--- config.mk ---
export PLATFORM = sky130hd
export DESIGN_NAME = cmld_core
export DESIGN_NICKNAME = d
export VERILOG_FILES = /design/src/design/cmld_pkg.sv /design/src/design/cmld_core.sv
export SDC_FILE = /design/constraint.sdc
export NUM_CORES = 1
export LEC_CHECK = 0
export BUFFER_PORTS_ARGS = -buffer_cell sky130_fd_sc_hd__buf_2
export CORE_MARGIN = 1.5
export CORE_UTILIZATION = 35
export CTS_BUF_LIST = sky130_fd_sc_hd__clkbuf_16
export CTS_CLUSTER_DIAMETER = 150
export DETAILED_ROUTE_END_ITERATION = 10
export PLACE_DENSITY_LB_ADDON = 0.05
export SYNTH_ARGS = -nofsm -noshare
export SYNTH_HDL_FRONTEND = slang
export SYNTH_SLANG_ARGS = --single-unit
--- constraint.sdc ---
create_clock -name CLK -period 3.2 [get_ports CLK]
set_clock_uncertainty 0.05 [all_clocks]
set_input_delay 0.32 -clock CLK [delete_from_list [all_inputs] [get_ports CLK]]
set_output_delay 0.32 -clock CLK [all_outputs]
set_load 0.1 [all_outputs]
--- src/design/cmld_pkg.sv ---
package cmld_pkg;
	// opcode fields and values
	localparam logic [7:0]  OP_OR_LIT    = 8'h09; // or literal into working
	localparam logic [7:0]  OP_BANK_LIT  = 8'h01; // load bank literal
	localparam logic [7:0]  OP_WORK_LIT  = 8'h0e; // load working literal
	localparam logic [5:0]  OP_OR_FILE   = 6'h04; // 0001 00 d a
	localparam logic [5:0]  OP_COPY_FILE = 6'h14; // 0101 00 d a
	localparam logic [9:0]  OP_PTR_LIT   = 10'h3b8; // 1110 1110 00
	localparam logic [7:0]  OP_PTR_TAIL  = 8'hf0; // 1111 0000
	localparam logic [3:0]  OP_MOVE_SRC  = 4'hc; // file to file first word
	localparam logic [3:0]  OP_MOVE_TAIL = 4'hf; // second word prefix
	// field positions
	localparam int          D_BIT        = 9; // destination bit
	localparam int          A_BIT        = 8; // access bit
	// protected destinations of the file to file move
	localparam logic [11:0] ADDR_PC_LOW  = 12'hff9; // program counter low
	localparam logic [11:0] ADDR_TOS_LO  = 12'hffd; // stack top low
	localparam logic [11:0] ADDR_TOS_HI  = 12'hffe; // stack top high
	localparam logic [11:0] ADDR_TOS_UP  = 12'hfff; // stack top upper
	localparam logic [11:0] ADDR_WORK    = 12'hfe8; // working register alias
	localparam logic [7:0]  ACCESS_SPLIT = 8'h80; // access bank split point
	localparam logic [3:0]  ACCESS_HIGH  = 4'hf; // access bank upper page
	localparam logic [7:0]  RESET_BYTE   = 8'h00; // reset value of registers
	localparam int          NUM_PTRS     = 3; // file select pointers

	// one bus write to the data file
	typedef struct packed {
		logic        en;   // write strobe
		logic [11:0] addr; // byte address
		logic [7:0]  data; // byte
	} cmld_wr_type;

	// status flags
	typedef struct packed {
		logic neg;  // negative
		logic zero; // zero
	} cmld_flags_type;
endpackage

--- src/design/cmld_core.sv ---
// Behaviour
// - literal OR updates working register
// - file OR writes working or file
// - file copy to working or file
// - file copy sets only negative, zero
// - access bit picks access or banked
// - omitted destination bit means file
// - pointer load decodes as two words
// - pointer high first, low second cycle
// - pointer select only zero to two
// - move takes source, destination addresses
// - move reads Q2, writes second Q4
// - move never writes counter or stack
// - move passes working register unchanged
// - bank literal written Q4, no flags
// - working literal, one cycle, no flags
`timescale 1ns/10ps
`default_nettype none
module cmld_core
	import cmld_pkg::*;
(
	input  wire logic                    CLK,       // cpu clock, one quarter per rising edge
	input  wire logic                    RSTN,      // asynchronous reset, active low
	input  wire logic [15:0]             INSTR,     // program word, held for the cycle
	input  wire logic [7:0]              RD_DATA,   // data file byte read at RD_ADDR
	output logic      [11:0]             RD_ADDR,   // data file read address
	output cmld_pkg::cmld_wr_type        WR,        // data file write, one quarter
	output logic      [7:0]              WORK,      // working register
	output logic      [7:0]              BANK,      // bank select register
	output cmld_pkg::cmld_flags_type     FLAGS,     // negative and zero
	output logic      [3*12-1:0]         PTRS,      // three file select pointers
	output logic                         ILLEGAL,   // bad pointer select or move target
	output logic      [3:0]              QPHASE     // one-hot quarter in force
);
	import cmld_pkg::*;

	// quarter phases, one-hot
	typedef enum logic [3:0] {
		Q1 = 4'b0001,
		Q2 = 4'b0010,
		Q3 = 4'b0100,
		Q4 = 4'b1000
	} cmld_q_type;

	// what the second word of a two word instruction finishes
	typedef enum logic [2:0] {
		P_NONE = 3'b001, // single word
		P_PTR  = 3'b010, // pointer load tail
		P_MOVE = 3'b100  // file to file tail
	} cmld_pend_type;

	// bank mapped address of an 8-bit file operand
	function automatic logic [11:0] file_addr(input logic [15:0] w, input logic [7:0] bank_select_register);
		if (!w[A_BIT]) // access bank ignores the bank select register
			file_addr = (w[7:0] < ACCESS_SPLIT) ? {4'h0, w[7:0]} : {ACCESS_HIGH, w[7:0]};
		else // 256 byte bank from the bank select register
			file_addr = {bank_select_register[3:0], w[7:0]};
	endfunction

	// destinations that the move may not write
	function automatic logic protected_dest(input logic [11:0] a);
		protected_dest = (a == ADDR_PC_LOW) || (a == ADDR_TOS_LO) ||
			(a == ADDR_TOS_HI) || (a == ADDR_TOS_UP);
	endfunction

	cmld_q_type     q_q, q_d;           // quarter
	cmld_pend_type  pend_q, pend_d;     // pending second word
	logic [7:0]     work_q, work_d;     // working register
	logic [7:0]     bank_q, bank_d;     // bank select register
	cmld_flags_type flg_q, flg_d;       // status flags
	logic [11:0]    ptr_q [NUM_PTRS];   // pointers
	logic [11:0]    ptr_d [NUM_PTRS];   // pointer next values
	logic [1:0]     psel_q, psel_d;     // selected pointer
	logic [7:0]     hold_q, hold_d;     // operand byte read in Q2
	logic [11:0]    raddr_q, raddr_d;   // read address
	cmld_wr_type    wr_q, wr_d;         // write strobe
	logic           ill_q, ill_d;       // illegal sticky flag
	logic [7:0]     res;                // alu result
	logic [7:0]     op_lit;             // literal operand

	// next state of the whole execute path
	always_comb
	begin
		q_d     = q_q;
		pend_d  = pend_q;
		work_d  = work_q;
		bank_d  = bank_q;
		flg_d   = flg_q;
		ptr_d   = ptr_q;
		psel_d  = psel_q;
		hold_d  = hold_q;
		raddr_d = raddr_q;
		wr_d    = '0;
		ill_d   = ill_q;
		op_lit  = INSTR[7:0];
		res     = RESET_BYTE;
		unique case (q_q)
			Q1:
			begin
				// decode: present operand address
				q_d = Q2;
				if (pend_q == P_NONE)
				begin
					if (INSTR[15:12] == OP_MOVE_SRC) // source address
						raddr_d = INSTR[11:0];
					else
						raddr_d = file_addr(INSTR, bank_q);
				end
			end
			Q2:
			begin
				// read operand
				q_d    = Q3;
				// the second word of a two word instruction reads nothing, so
				// the move keeps the byte taken in its first cycle
				if (pend_q == P_NONE)
					hold_d = (raddr_q == ADDR_WORK) ? work_q : RD_DATA;
			end
			Q3:
				q_d = Q4;
			Q4:
			begin
				// write results
				q_d    = Q1;
				pend_d = P_NONE;
				unique case (pend_q)
					P_PTR:
					begin
						// low byte in the second cycle
						if (INSTR[15:8] == OP_PTR_TAIL)
							ptr_d[psel_q] = {ptr_q[psel_q][11:8], op_lit};
					end
					P_MOVE:
					begin
						// destination written in second cycle Q4
						if (INSTR[15:12] == OP_MOVE_TAIL)
						begin
							if (protected_dest(INSTR[11:0]))
								ill_d = 1'b1;
							else if (INSTR[11:0] == ADDR_WORK)
								work_d = hold_q;
							else
							begin
								wr_d.en   = 1'b1;
								wr_d.addr = INSTR[11:0];
								wr_d.data = hold_q; // byte unchanged, no flags
							end
						end
					end
					default:
					begin
						if (INSTR[15:8] == OP_OR_LIT)
						begin
							res    = work_q | op_lit;
							work_d = res;
							flg_d  = '{neg: res[7], zero: (res == 8'h00)};
						end
						else if (INSTR[15:8] == OP_BANK_LIT)
							bank_d = op_lit;
						else if (INSTR[15:8] == OP_WORK_LIT)
							work_d = op_lit;
						else if (INSTR[15:10] == OP_OR_FILE || INSTR[15:10] == OP_COPY_FILE)
						begin
							// or / copy; d set writes back to f
							res = (INSTR[15:10] == OP_OR_FILE) ? (work_q | hold_q) : hold_q;
							flg_d = '{neg: res[7], zero: (res == 8'h00)};
							if (!INSTR[D_BIT] || raddr_q == ADDR_WORK)
								work_d = res;
							else
							begin
								wr_d.en   = 1'b1;
								wr_d.addr = raddr_q;
								wr_d.data = res;
							end
						end
						else if (INSTR[15:6] == OP_PTR_LIT)
						begin
							// first word: high nibble
							if (INSTR[5:4] < 2'(NUM_PTRS))
							begin
								psel_d = INSTR[5:4];
								ptr_d[INSTR[5:4]] = {INSTR[3:0], ptr_q[INSTR[5:4]][7:0]};
								pend_d = P_PTR;
							end
							else
								ill_d = 1'b1;
						end
						else if (INSTR[15:12] == OP_MOVE_SRC)
							pend_d = P_MOVE; // two words, two cycles
					end
				endcase
			end
			default:
				q_d = Q1;
		endcase
	end

	// register the execute path
	always_ff @(posedge CLK or negedge RSTN)
	begin
		if (!RSTN)
		begin
			q_q     <= Q1;
			pend_q  <= P_NONE;
			work_q  <= RESET_BYTE;
			bank_q  <= RESET_BYTE;
			flg_q   <= '0;
			for (int i = 0; i < NUM_PTRS; i++)
				ptr_q[i] <= 12'h000;
			psel_q  <= 2'h0;
			hold_q  <= RESET_BYTE;
			raddr_q <= 12'h000;
			wr_q    <= '0;
			ill_q   <= 1'b0;
		end
		else
		begin
			q_q     <= q_d;
			pend_q  <= pend_d;
			work_q  <= work_d;
			bank_q  <= bank_d;
			flg_q   <= flg_d;
			ptr_q   <= ptr_d;
			psel_q  <= psel_d;
			hold_q  <= hold_d;
			raddr_q <= raddr_d;
			wr_q    <= wr_d;
			ill_q   <= ill_d;
		end
	end

	// outputs straight from flip-flops
	assign RD_ADDR = raddr_q;
	assign WR      = wr_q;
	assign WORK    = work_q;
	assign BANK    = bank_q;
	assign FLAGS   = flg_q;
	assign PTRS    = {ptr_q[2], ptr_q[1], ptr_q[0]};
	assign ILLEGAL = ill_q;
	assign QPHASE  = q_q;

	// literal or lands in working register after Q4
	a_or_literal_result: assert property (@(posedge CLK) disable iff (!RSTN)
		(q_q == Q4 && pend_q == P_NONE && INSTR[15:8] == OP_OR_LIT)
		|=> work_q == ($past(work_q) | $past(INSTR[7:0])))
		else $error("literal or result wrong");

	a_working_literal: assert property (@(posedge CLK) disable iff (!RSTN)
		(q_q == Q4 && pend_q == P_NONE && INSTR[15:8] == OP_WORK_LIT)
		|=> work_q == $past(INSTR[7:0]) && flg_q == $past(flg_q))
		else $error("working literal load wrong");

	a_bank_literal: assert property (@(posedge CLK) disable iff (!RSTN)
		(q_q == Q4 && pend_q == P_NONE && INSTR[15:8] == OP_BANK_LIT)
		|=> bank_q == $past(INSTR[7:0]) && flg_q == $past(flg_q))
		else $error("bank literal load wrong");

	a_flag_zero: assert property (@(posedge CLK) disable iff (!RSTN)
		(q_q == Q4 && pend_q == P_NONE && INSTR[15:8] == OP_OR_LIT)
		|=> flg_q.zero == (work_q == 8'h00) && flg_q.neg == work_q[7])
		else $error("flags do not follow result");

	a_write_only_q4: assert property (@(posedge CLK) disable iff (!RSTN)
		wr_q.en |-> q_q == Q1)
		else $error("data write outside Q4");

	a_no_protected_write: assert property (@(posedge CLK) disable iff (!RSTN)
		wr_q.en && $past(pend_q) == P_MOVE |-> !protected_dest(wr_q.addr))
		else $error("move wrote protected register");

	a_pointer_select: assert property (@(posedge CLK) disable iff (!RSTN)
		pend_q == P_PTR |-> psel_q < 2'(NUM_PTRS))
		else $error("pointer select out of range");

	a_copy_to_working: assert property (@(posedge CLK) disable iff (!RSTN)
		(q_q == Q4 && pend_q == P_NONE && INSTR[15:10] == OP_COPY_FILE && !INSTR[D_BIT])
		|=> work_q == $past(hold_q) && !wr_q.en)
		else $error("copy to working wrong");

	a_quarter_cycle: assert property (@(posedge CLK) disable iff (!RSTN)
		q_q == Q1 |=> q_q == Q2 ##1 q_q == Q3 ##1 q_q == Q4 ##1 q_q == Q1)
		else $error("quarter sequence broken");

	// source byte must survive the second cycle of the move
	a_move_source_held: assert property (@(posedge CLK) disable iff (!RSTN)
		(q_q == Q2 && pend_q == P_MOVE) |=> hold_q == $past(hold_q))
		else $error("move source byte overwritten");

	// legal move target gets exactly the held byte in the second cycle
	a_move_tail_write: assert property (@(posedge CLK) disable iff (!RSTN)
		(q_q == Q4 && pend_q == P_MOVE && INSTR[15:12] == OP_MOVE_TAIL &&
		!protected_dest(INSTR[11:0]) && INSTR[11:0] != ADDR_WORK)
		|=> wr_q.en && wr_q.addr == $past(INSTR[11:0]) && wr_q.data == $past(hold_q))
		else $error("move destination write wrong");

	// move leaves the status flags alone
	a_move_no_flags: assert property (@(posedge CLK) disable iff (!RSTN)
		(q_q == Q4 && pend_q == P_MOVE) |=> flg_q == $past(flg_q))
		else $error("move changed flags");

	// pointer select three is refused and touches no pointer
	a_pointer_refused: assert property (@(posedge CLK) disable iff (!RSTN)
		(q_q == Q4 && pend_q == P_NONE && INSTR[15:6] == OP_PTR_LIT && INSTR[5:4] == 2'h3)
		|=> ill_q && pend_q == P_NONE && PTRS == $past(PTRS))
		else $error("bad pointer select not refused");

	// access bank address ignores the bank select register
	a_access_bank: assert property (@(posedge CLK) disable iff (!RSTN)
		(q_q == Q1 && pend_q == P_NONE && INSTR[15:12] != OP_MOVE_SRC && !INSTR[A_BIT])
		|=> raddr_q == {($past(INSTR[7]) ? ACCESS_HIGH : 4'h0), $past(INSTR[7:0])})
		else $error("access bank address wrong");
endmodule // cmld_core
`default_nettype wire

Word-level counts from Yosys, hierarchy flattened
Cells that the tools add are included.
{ "classes": {"div_mod_pow": 0, "reduce_logical": 25, "shifts": 0, "bitwise_logic": 11, "n_eq_ne": 39, "multipliers": 0, "n_addsub": 0, "n_mux": 66, "order_cmp": 6} }
{ "op_table": {"columns": ["operator", "n"], "rows": [
  ["2-to-1 mux 36 bit", 7],
  ["2-to-1 mux 21 bit", 9],
  ["2-to-1 mux 8 bit", 12],
  ["2-to-1 mux 12 bit", 7],
  ["bitwise mux 36 bit", 2],
  ["equality test 12 bit, second input constant", 6],
  ["case mux 36 bit (2 select lines)", 1],
  ["binary-select mux 12 bit (select 2 bit)", 2],
  ["demux 12 bit (select 2 bit)", 2],
  ["case mux 21 bit (2 select lines)", 1],
  ["2-to-1 mux 3 bit", 7],
  ["inequality test 2 x 1 -> 1 bit, second input constant", 9],
  ["equality test 8 x 4 -> 1 bit, second input constant", 2],
  ["zero test 8 bit", 2],
  ["bitwise OR 8 bit", 2],
  ["case mux 8 bit (2 select lines)", 1],
  ["AND reduction 8 bit", 2],
  ["inequality test 2 bit, second input constant", 7],
  ["equality test 4 bit, second input constant", 3],
  ["case mux 4 bit (3 select lines)", 1],
  ["equality test 10 bit, second input constant", 1],
  ["2-to-1 mux 2 bit", 5],
  ["AND reduction 10 bit", 1],
  ["AND reduction 9 bit", 1],
  ["other kinds (28)", 54]
]} }
{ "totals": {"ram_bits": 0, "n_memories": 0, "elab_cells": 163, "romBits": 0, "latchBits": 0, "in_bits": 26, "register_bits": 105} }

Depth between registers and ports, before layout
{ "depth": {"ltp_word": 13, "mapped_depth": 8, "mapped_depth_nobuf": 6} }

Least setup slack after synthesis
Ideal clock, no wire load.
{ "synth_path": {"kind": "register to register", "startpoint": "reg q_q[3] (netlist: QPHASE[3])", "endpoint": "reg ptr_q, in the netlist PTRS[24]", "n_path_buf": 2, "t_arrival_ps": 2866, "stages_incl_launch_ff": 8, "setup_time_ps": 125, "t_required_ps": 3025, "synth_period_minus_slack_ps": 3042, "path_slack_ps": 158, "path_cell_list": "dfrtp_1 or4b_1 clkbuf_1 or4_4 nor2_4 o21ba_2 buf_6 mux2_2"} }
{ "synth_between": {"elab_chain_len": 2} }
{ "synth_rtl": {"columns": ["item", "line_no", "text"], "rows": [
  ["from (decl)", "cmld_core.sv:66", "cmld_q_type q_q, q_d;"],
  ["from (signal assigned)", "cmld_core.sv:218", "q_q <= q_d;"],
  ["equality test 4 bit", "cmld_core.sv:97", "unique case (q_q)"],
  ["AND reduction 9 bit (no line)", null, null],
  ["to (signal assigned)", "cmld_core.sv:223", "ptr_q <= ptr_d;"],
  ["to (decl)", "cmld_core.sv:71", "logic [11:0] ptr_q [NUM_PTRS];"]
]} }
No other way between the ends.
A chain may end at the register's enable or synchronous reset.

Worst setup path after layout
{ "layout_path": {"startpoint": "reg q_q[2] (netlist: QPHASE[2])", "endpoint": "reg ptr_q, in the netlist PTRS[24]"} }
The elaborated chain is that of the path after synthesis.

==> impl_metrics.py <==
metrics = {
    "status": {
        "status": "completed",
    },
    "timing": {
        "final-max-slew-violation-count": 0,
        "finalSetupViolations": 0,
        "grt_setup_unrepaired": "no",
        "relSlewSlack": 0.360,
        "max_freq_mhz": 368,
        "setup_tns_ns": 0,
        "worst_pin_slew_ns": 0.957,
        "finalHoldViolCount": 0,
        "period_share": 0.849,
        "layout_min_cycle_time_ns": 2.72,
        "worst_slack_ns": 0.483,
        "hold_ws_ns": 0.198,
    },
    "power": {
        "power_leakage_nw": 2.98,
        "power_density_mw_per_mm2": 490,
        "p_total_mw": 2.98,
        "ir_drop_uv": 233,
    },
    "final_layout": {
        "mostFrequentLayoutCell": "buf_2",
        "finalNetCount": 609,
        "layout.cells.non_filler": 768,
        "mostFrequentLayoutCells": "116 x buf_2, 103 x dfrtp_1, 58 x a21oi_1, 51 x mux2_2, 37 x nor2_1",
        "diodes": 0,
        "area_growth_pct": 22.5,
        "drive_above_1_share": 0.359,
    },
    "synthesis": {
        "ys.warnings.count": 0,
        "synth_flop_cell": "dfrtp_1",
        "synth_cell_type_count": 56,
        "synth_fp_nets": 492,
        "synth_area_mm2": 0.00497,
        "synth_edf_count": 0,
        "synth_area_leader_cell": "dfrtp_1",
        "synth-seq-cells": 105,
        "yosysSeqAreaShare": 0.529,
        "synthCells": 466,
        "async_reset_ff_frac": 1.00,
        "yosysTopAreaCellShare": 0.519,
        "avgSynthCellArea_um2": 10.7,
        "synthTopCellsByArea": "dfrtp_1 52%, mux2_2 12%, a21oi_1 5.8%",
    },
    "run": {
        "cap_violations": 0,
    },
    "floorplanning": {
        "die_h_um": 122,
        "rows": 43,
        "ios": 118,
        "initial_core_util": 0.358,
        "fp.dieW_um": 122,
        "core_mm2": 0.0139,
        "dieArea_mm2": 0.0149,
    },
    "clock_tree": {
        "cts-root-buf": "clkbuf_16",
        "cts_tree": "yes",
        "htreeDepth": 3,
        "cts_hold_buf": 1,
        "insertion_delay_ns": 0.36,
        "clk_pin_slew_ns": 0.07,
        "ctsResizeCount": 0,
        "cts_made_buffers": 9,
        "post-cts-setup-buffer-count": 0,
        "cts.sinks": 105,
        "clk_path_buf_depth": 2,
    },
    "drt": {
        "drt_iter0_drc": 245,
        "post_drt_wl_per_cell_um": 19.3,
        "wl_mm": 14.9,
        "detail-route-antenna-nets": 0,
        "drc": 0,
        "viasPerCell": 5.38,
        "drtPass1Iterations": 4,
        "via_count": 4135,
    },
    "global_routing": {
        "grt_usage": 0.211,
        "grt_pass1_wl_mm": 23.5,
        "grt_overflow": 0,
        "grt_pass1_vias": 4137,
        "grt_max_degree": 56,
        "antenna_found_initial": 0,
    },
    "critical_path": {
        "arrival_ns": 2.91,
        "cp.required_ns": 3.39,
        "cp_max_fo": 8,
        "path_class": "flip-flop to flip-flop",
        "startpoint_type": "flip-flop",
        "crit_path_end_kind": "flip-flop",
    },
    "placed_design": {
        "port_buffers": 117,
        "place_congestion": 0.886,
        "place_ws_ns": 0.395,
        "place_inst": 751,
        "dp_hpwl_mm": 10.2,
    },
    "worst_hold_path": {
        "hold_class": "input port to flip-flop",
    },
}
[stage by stage]
stage	util	instance area, um2
after detailed placement	0.418	5800
after CTS	0.439	6090
after floorplan	-	4970
after global placement	0.418	5800
final	0.439	6090
after global routing	0.439	6090
[final cells by class]
class	count	area (um2)
clock buffers	9	225
flip-flops and latches	105	2630
fillers	1389	7790
clock inverters	7	50.0
multi-input cells	331	2220
repair buffers	133	723
well taps	180	225
inverters	3	11.3
[worst paths after layout]
kind	from	to	slack [ns]	cells after the start
max	QPHASE[2]	PTRS[24]	0.48	5
min in group asynchronous	RSTN	WR[3]	0.49	2
min reg2reg	ILLEGAL	ILLEGAL	0.41	1
max in group asynchronous	RSTN	ILLEGAL	1.89	3
max reg2reg	QPHASE[2]	PTRS[24]	0.48	5
min	RD_DATA[0]	hold_q[0]	0.20	3
[registers in the layout, summed over array words and instances, names as in the netlist]
signal	count
PTRS	36
ILLEGAL	1
FLAGS	2
pend_q	3
RD_ADDR	12
QPHASE	4
WORK	8
WR	21
hold_q	8
psel_q	2
BANK	8
[synthesized netlist by cell type (3+ instances only)]
| library cell | count |
|---|---|
| a211oi_1 | 7 |
| a21oi_1 | 58 |
| clkbuf_1 | 23 |
| dfrtp_1 | 103 |
| inv_1 | 3 |
| mux2_2 | 51 |
| mux2i_1 | 10 |
| nand2_1 | 31 |
| nand2b_1 | 9 |
| nand3_1 | 16 |
| nand4_1 | 7 |
| nor2_1 | 37 |
| nor3_1 | 9 |
| nor3b_1 | 7 |
| nor4_1 | 11 |
| nor4b_1 | 7 |
| o21ai_0 | 19 |
| o22ai_1 | 3 |
| o2bb2ai_1 | 3 |
[where the power goes]
group | internal [mW] | switching [mW] | leakage (nW)
registers | 1.37 | 0.0619 | 1.40
logic | 0.0938 | 0.403 | 1.44
clock network | 0.532 | 0.519 | 0.130
[critical path: stages (launching register included)]
cell and delay (ns):
dfrtp_1 0.42, nor4b_1 0.48, o21ai_1 0.34, nor4_4 0.59
o21ba_2 0.36, mux2_2 0.36
[layer usage]
layer,up-vias,global-route usage,part of all wire,wire (um)
met3,20,0.0454,0.059,869
li1,1951,-,-,-
met4,0,0.102,0.022,326
met1,2036,0.277,0.44,6600
met2,128,0.332,0.47,7050
met5,-,0,0,0
[cell families after synthesis]
kind of cell | count (synthesis) | share of synthesized area
AND/OR/NAND/NOR | 157 | 0.175
AO/OA/AOI/OAI | 112 | 0.133
flip-flops | 105 | 0.529
multiplexers | 61 | 0.136
buffers and inverters | 30 | 0.0247
XOR/XNOR | 1 | 0.00176
(Power assumes the default switching activity.)
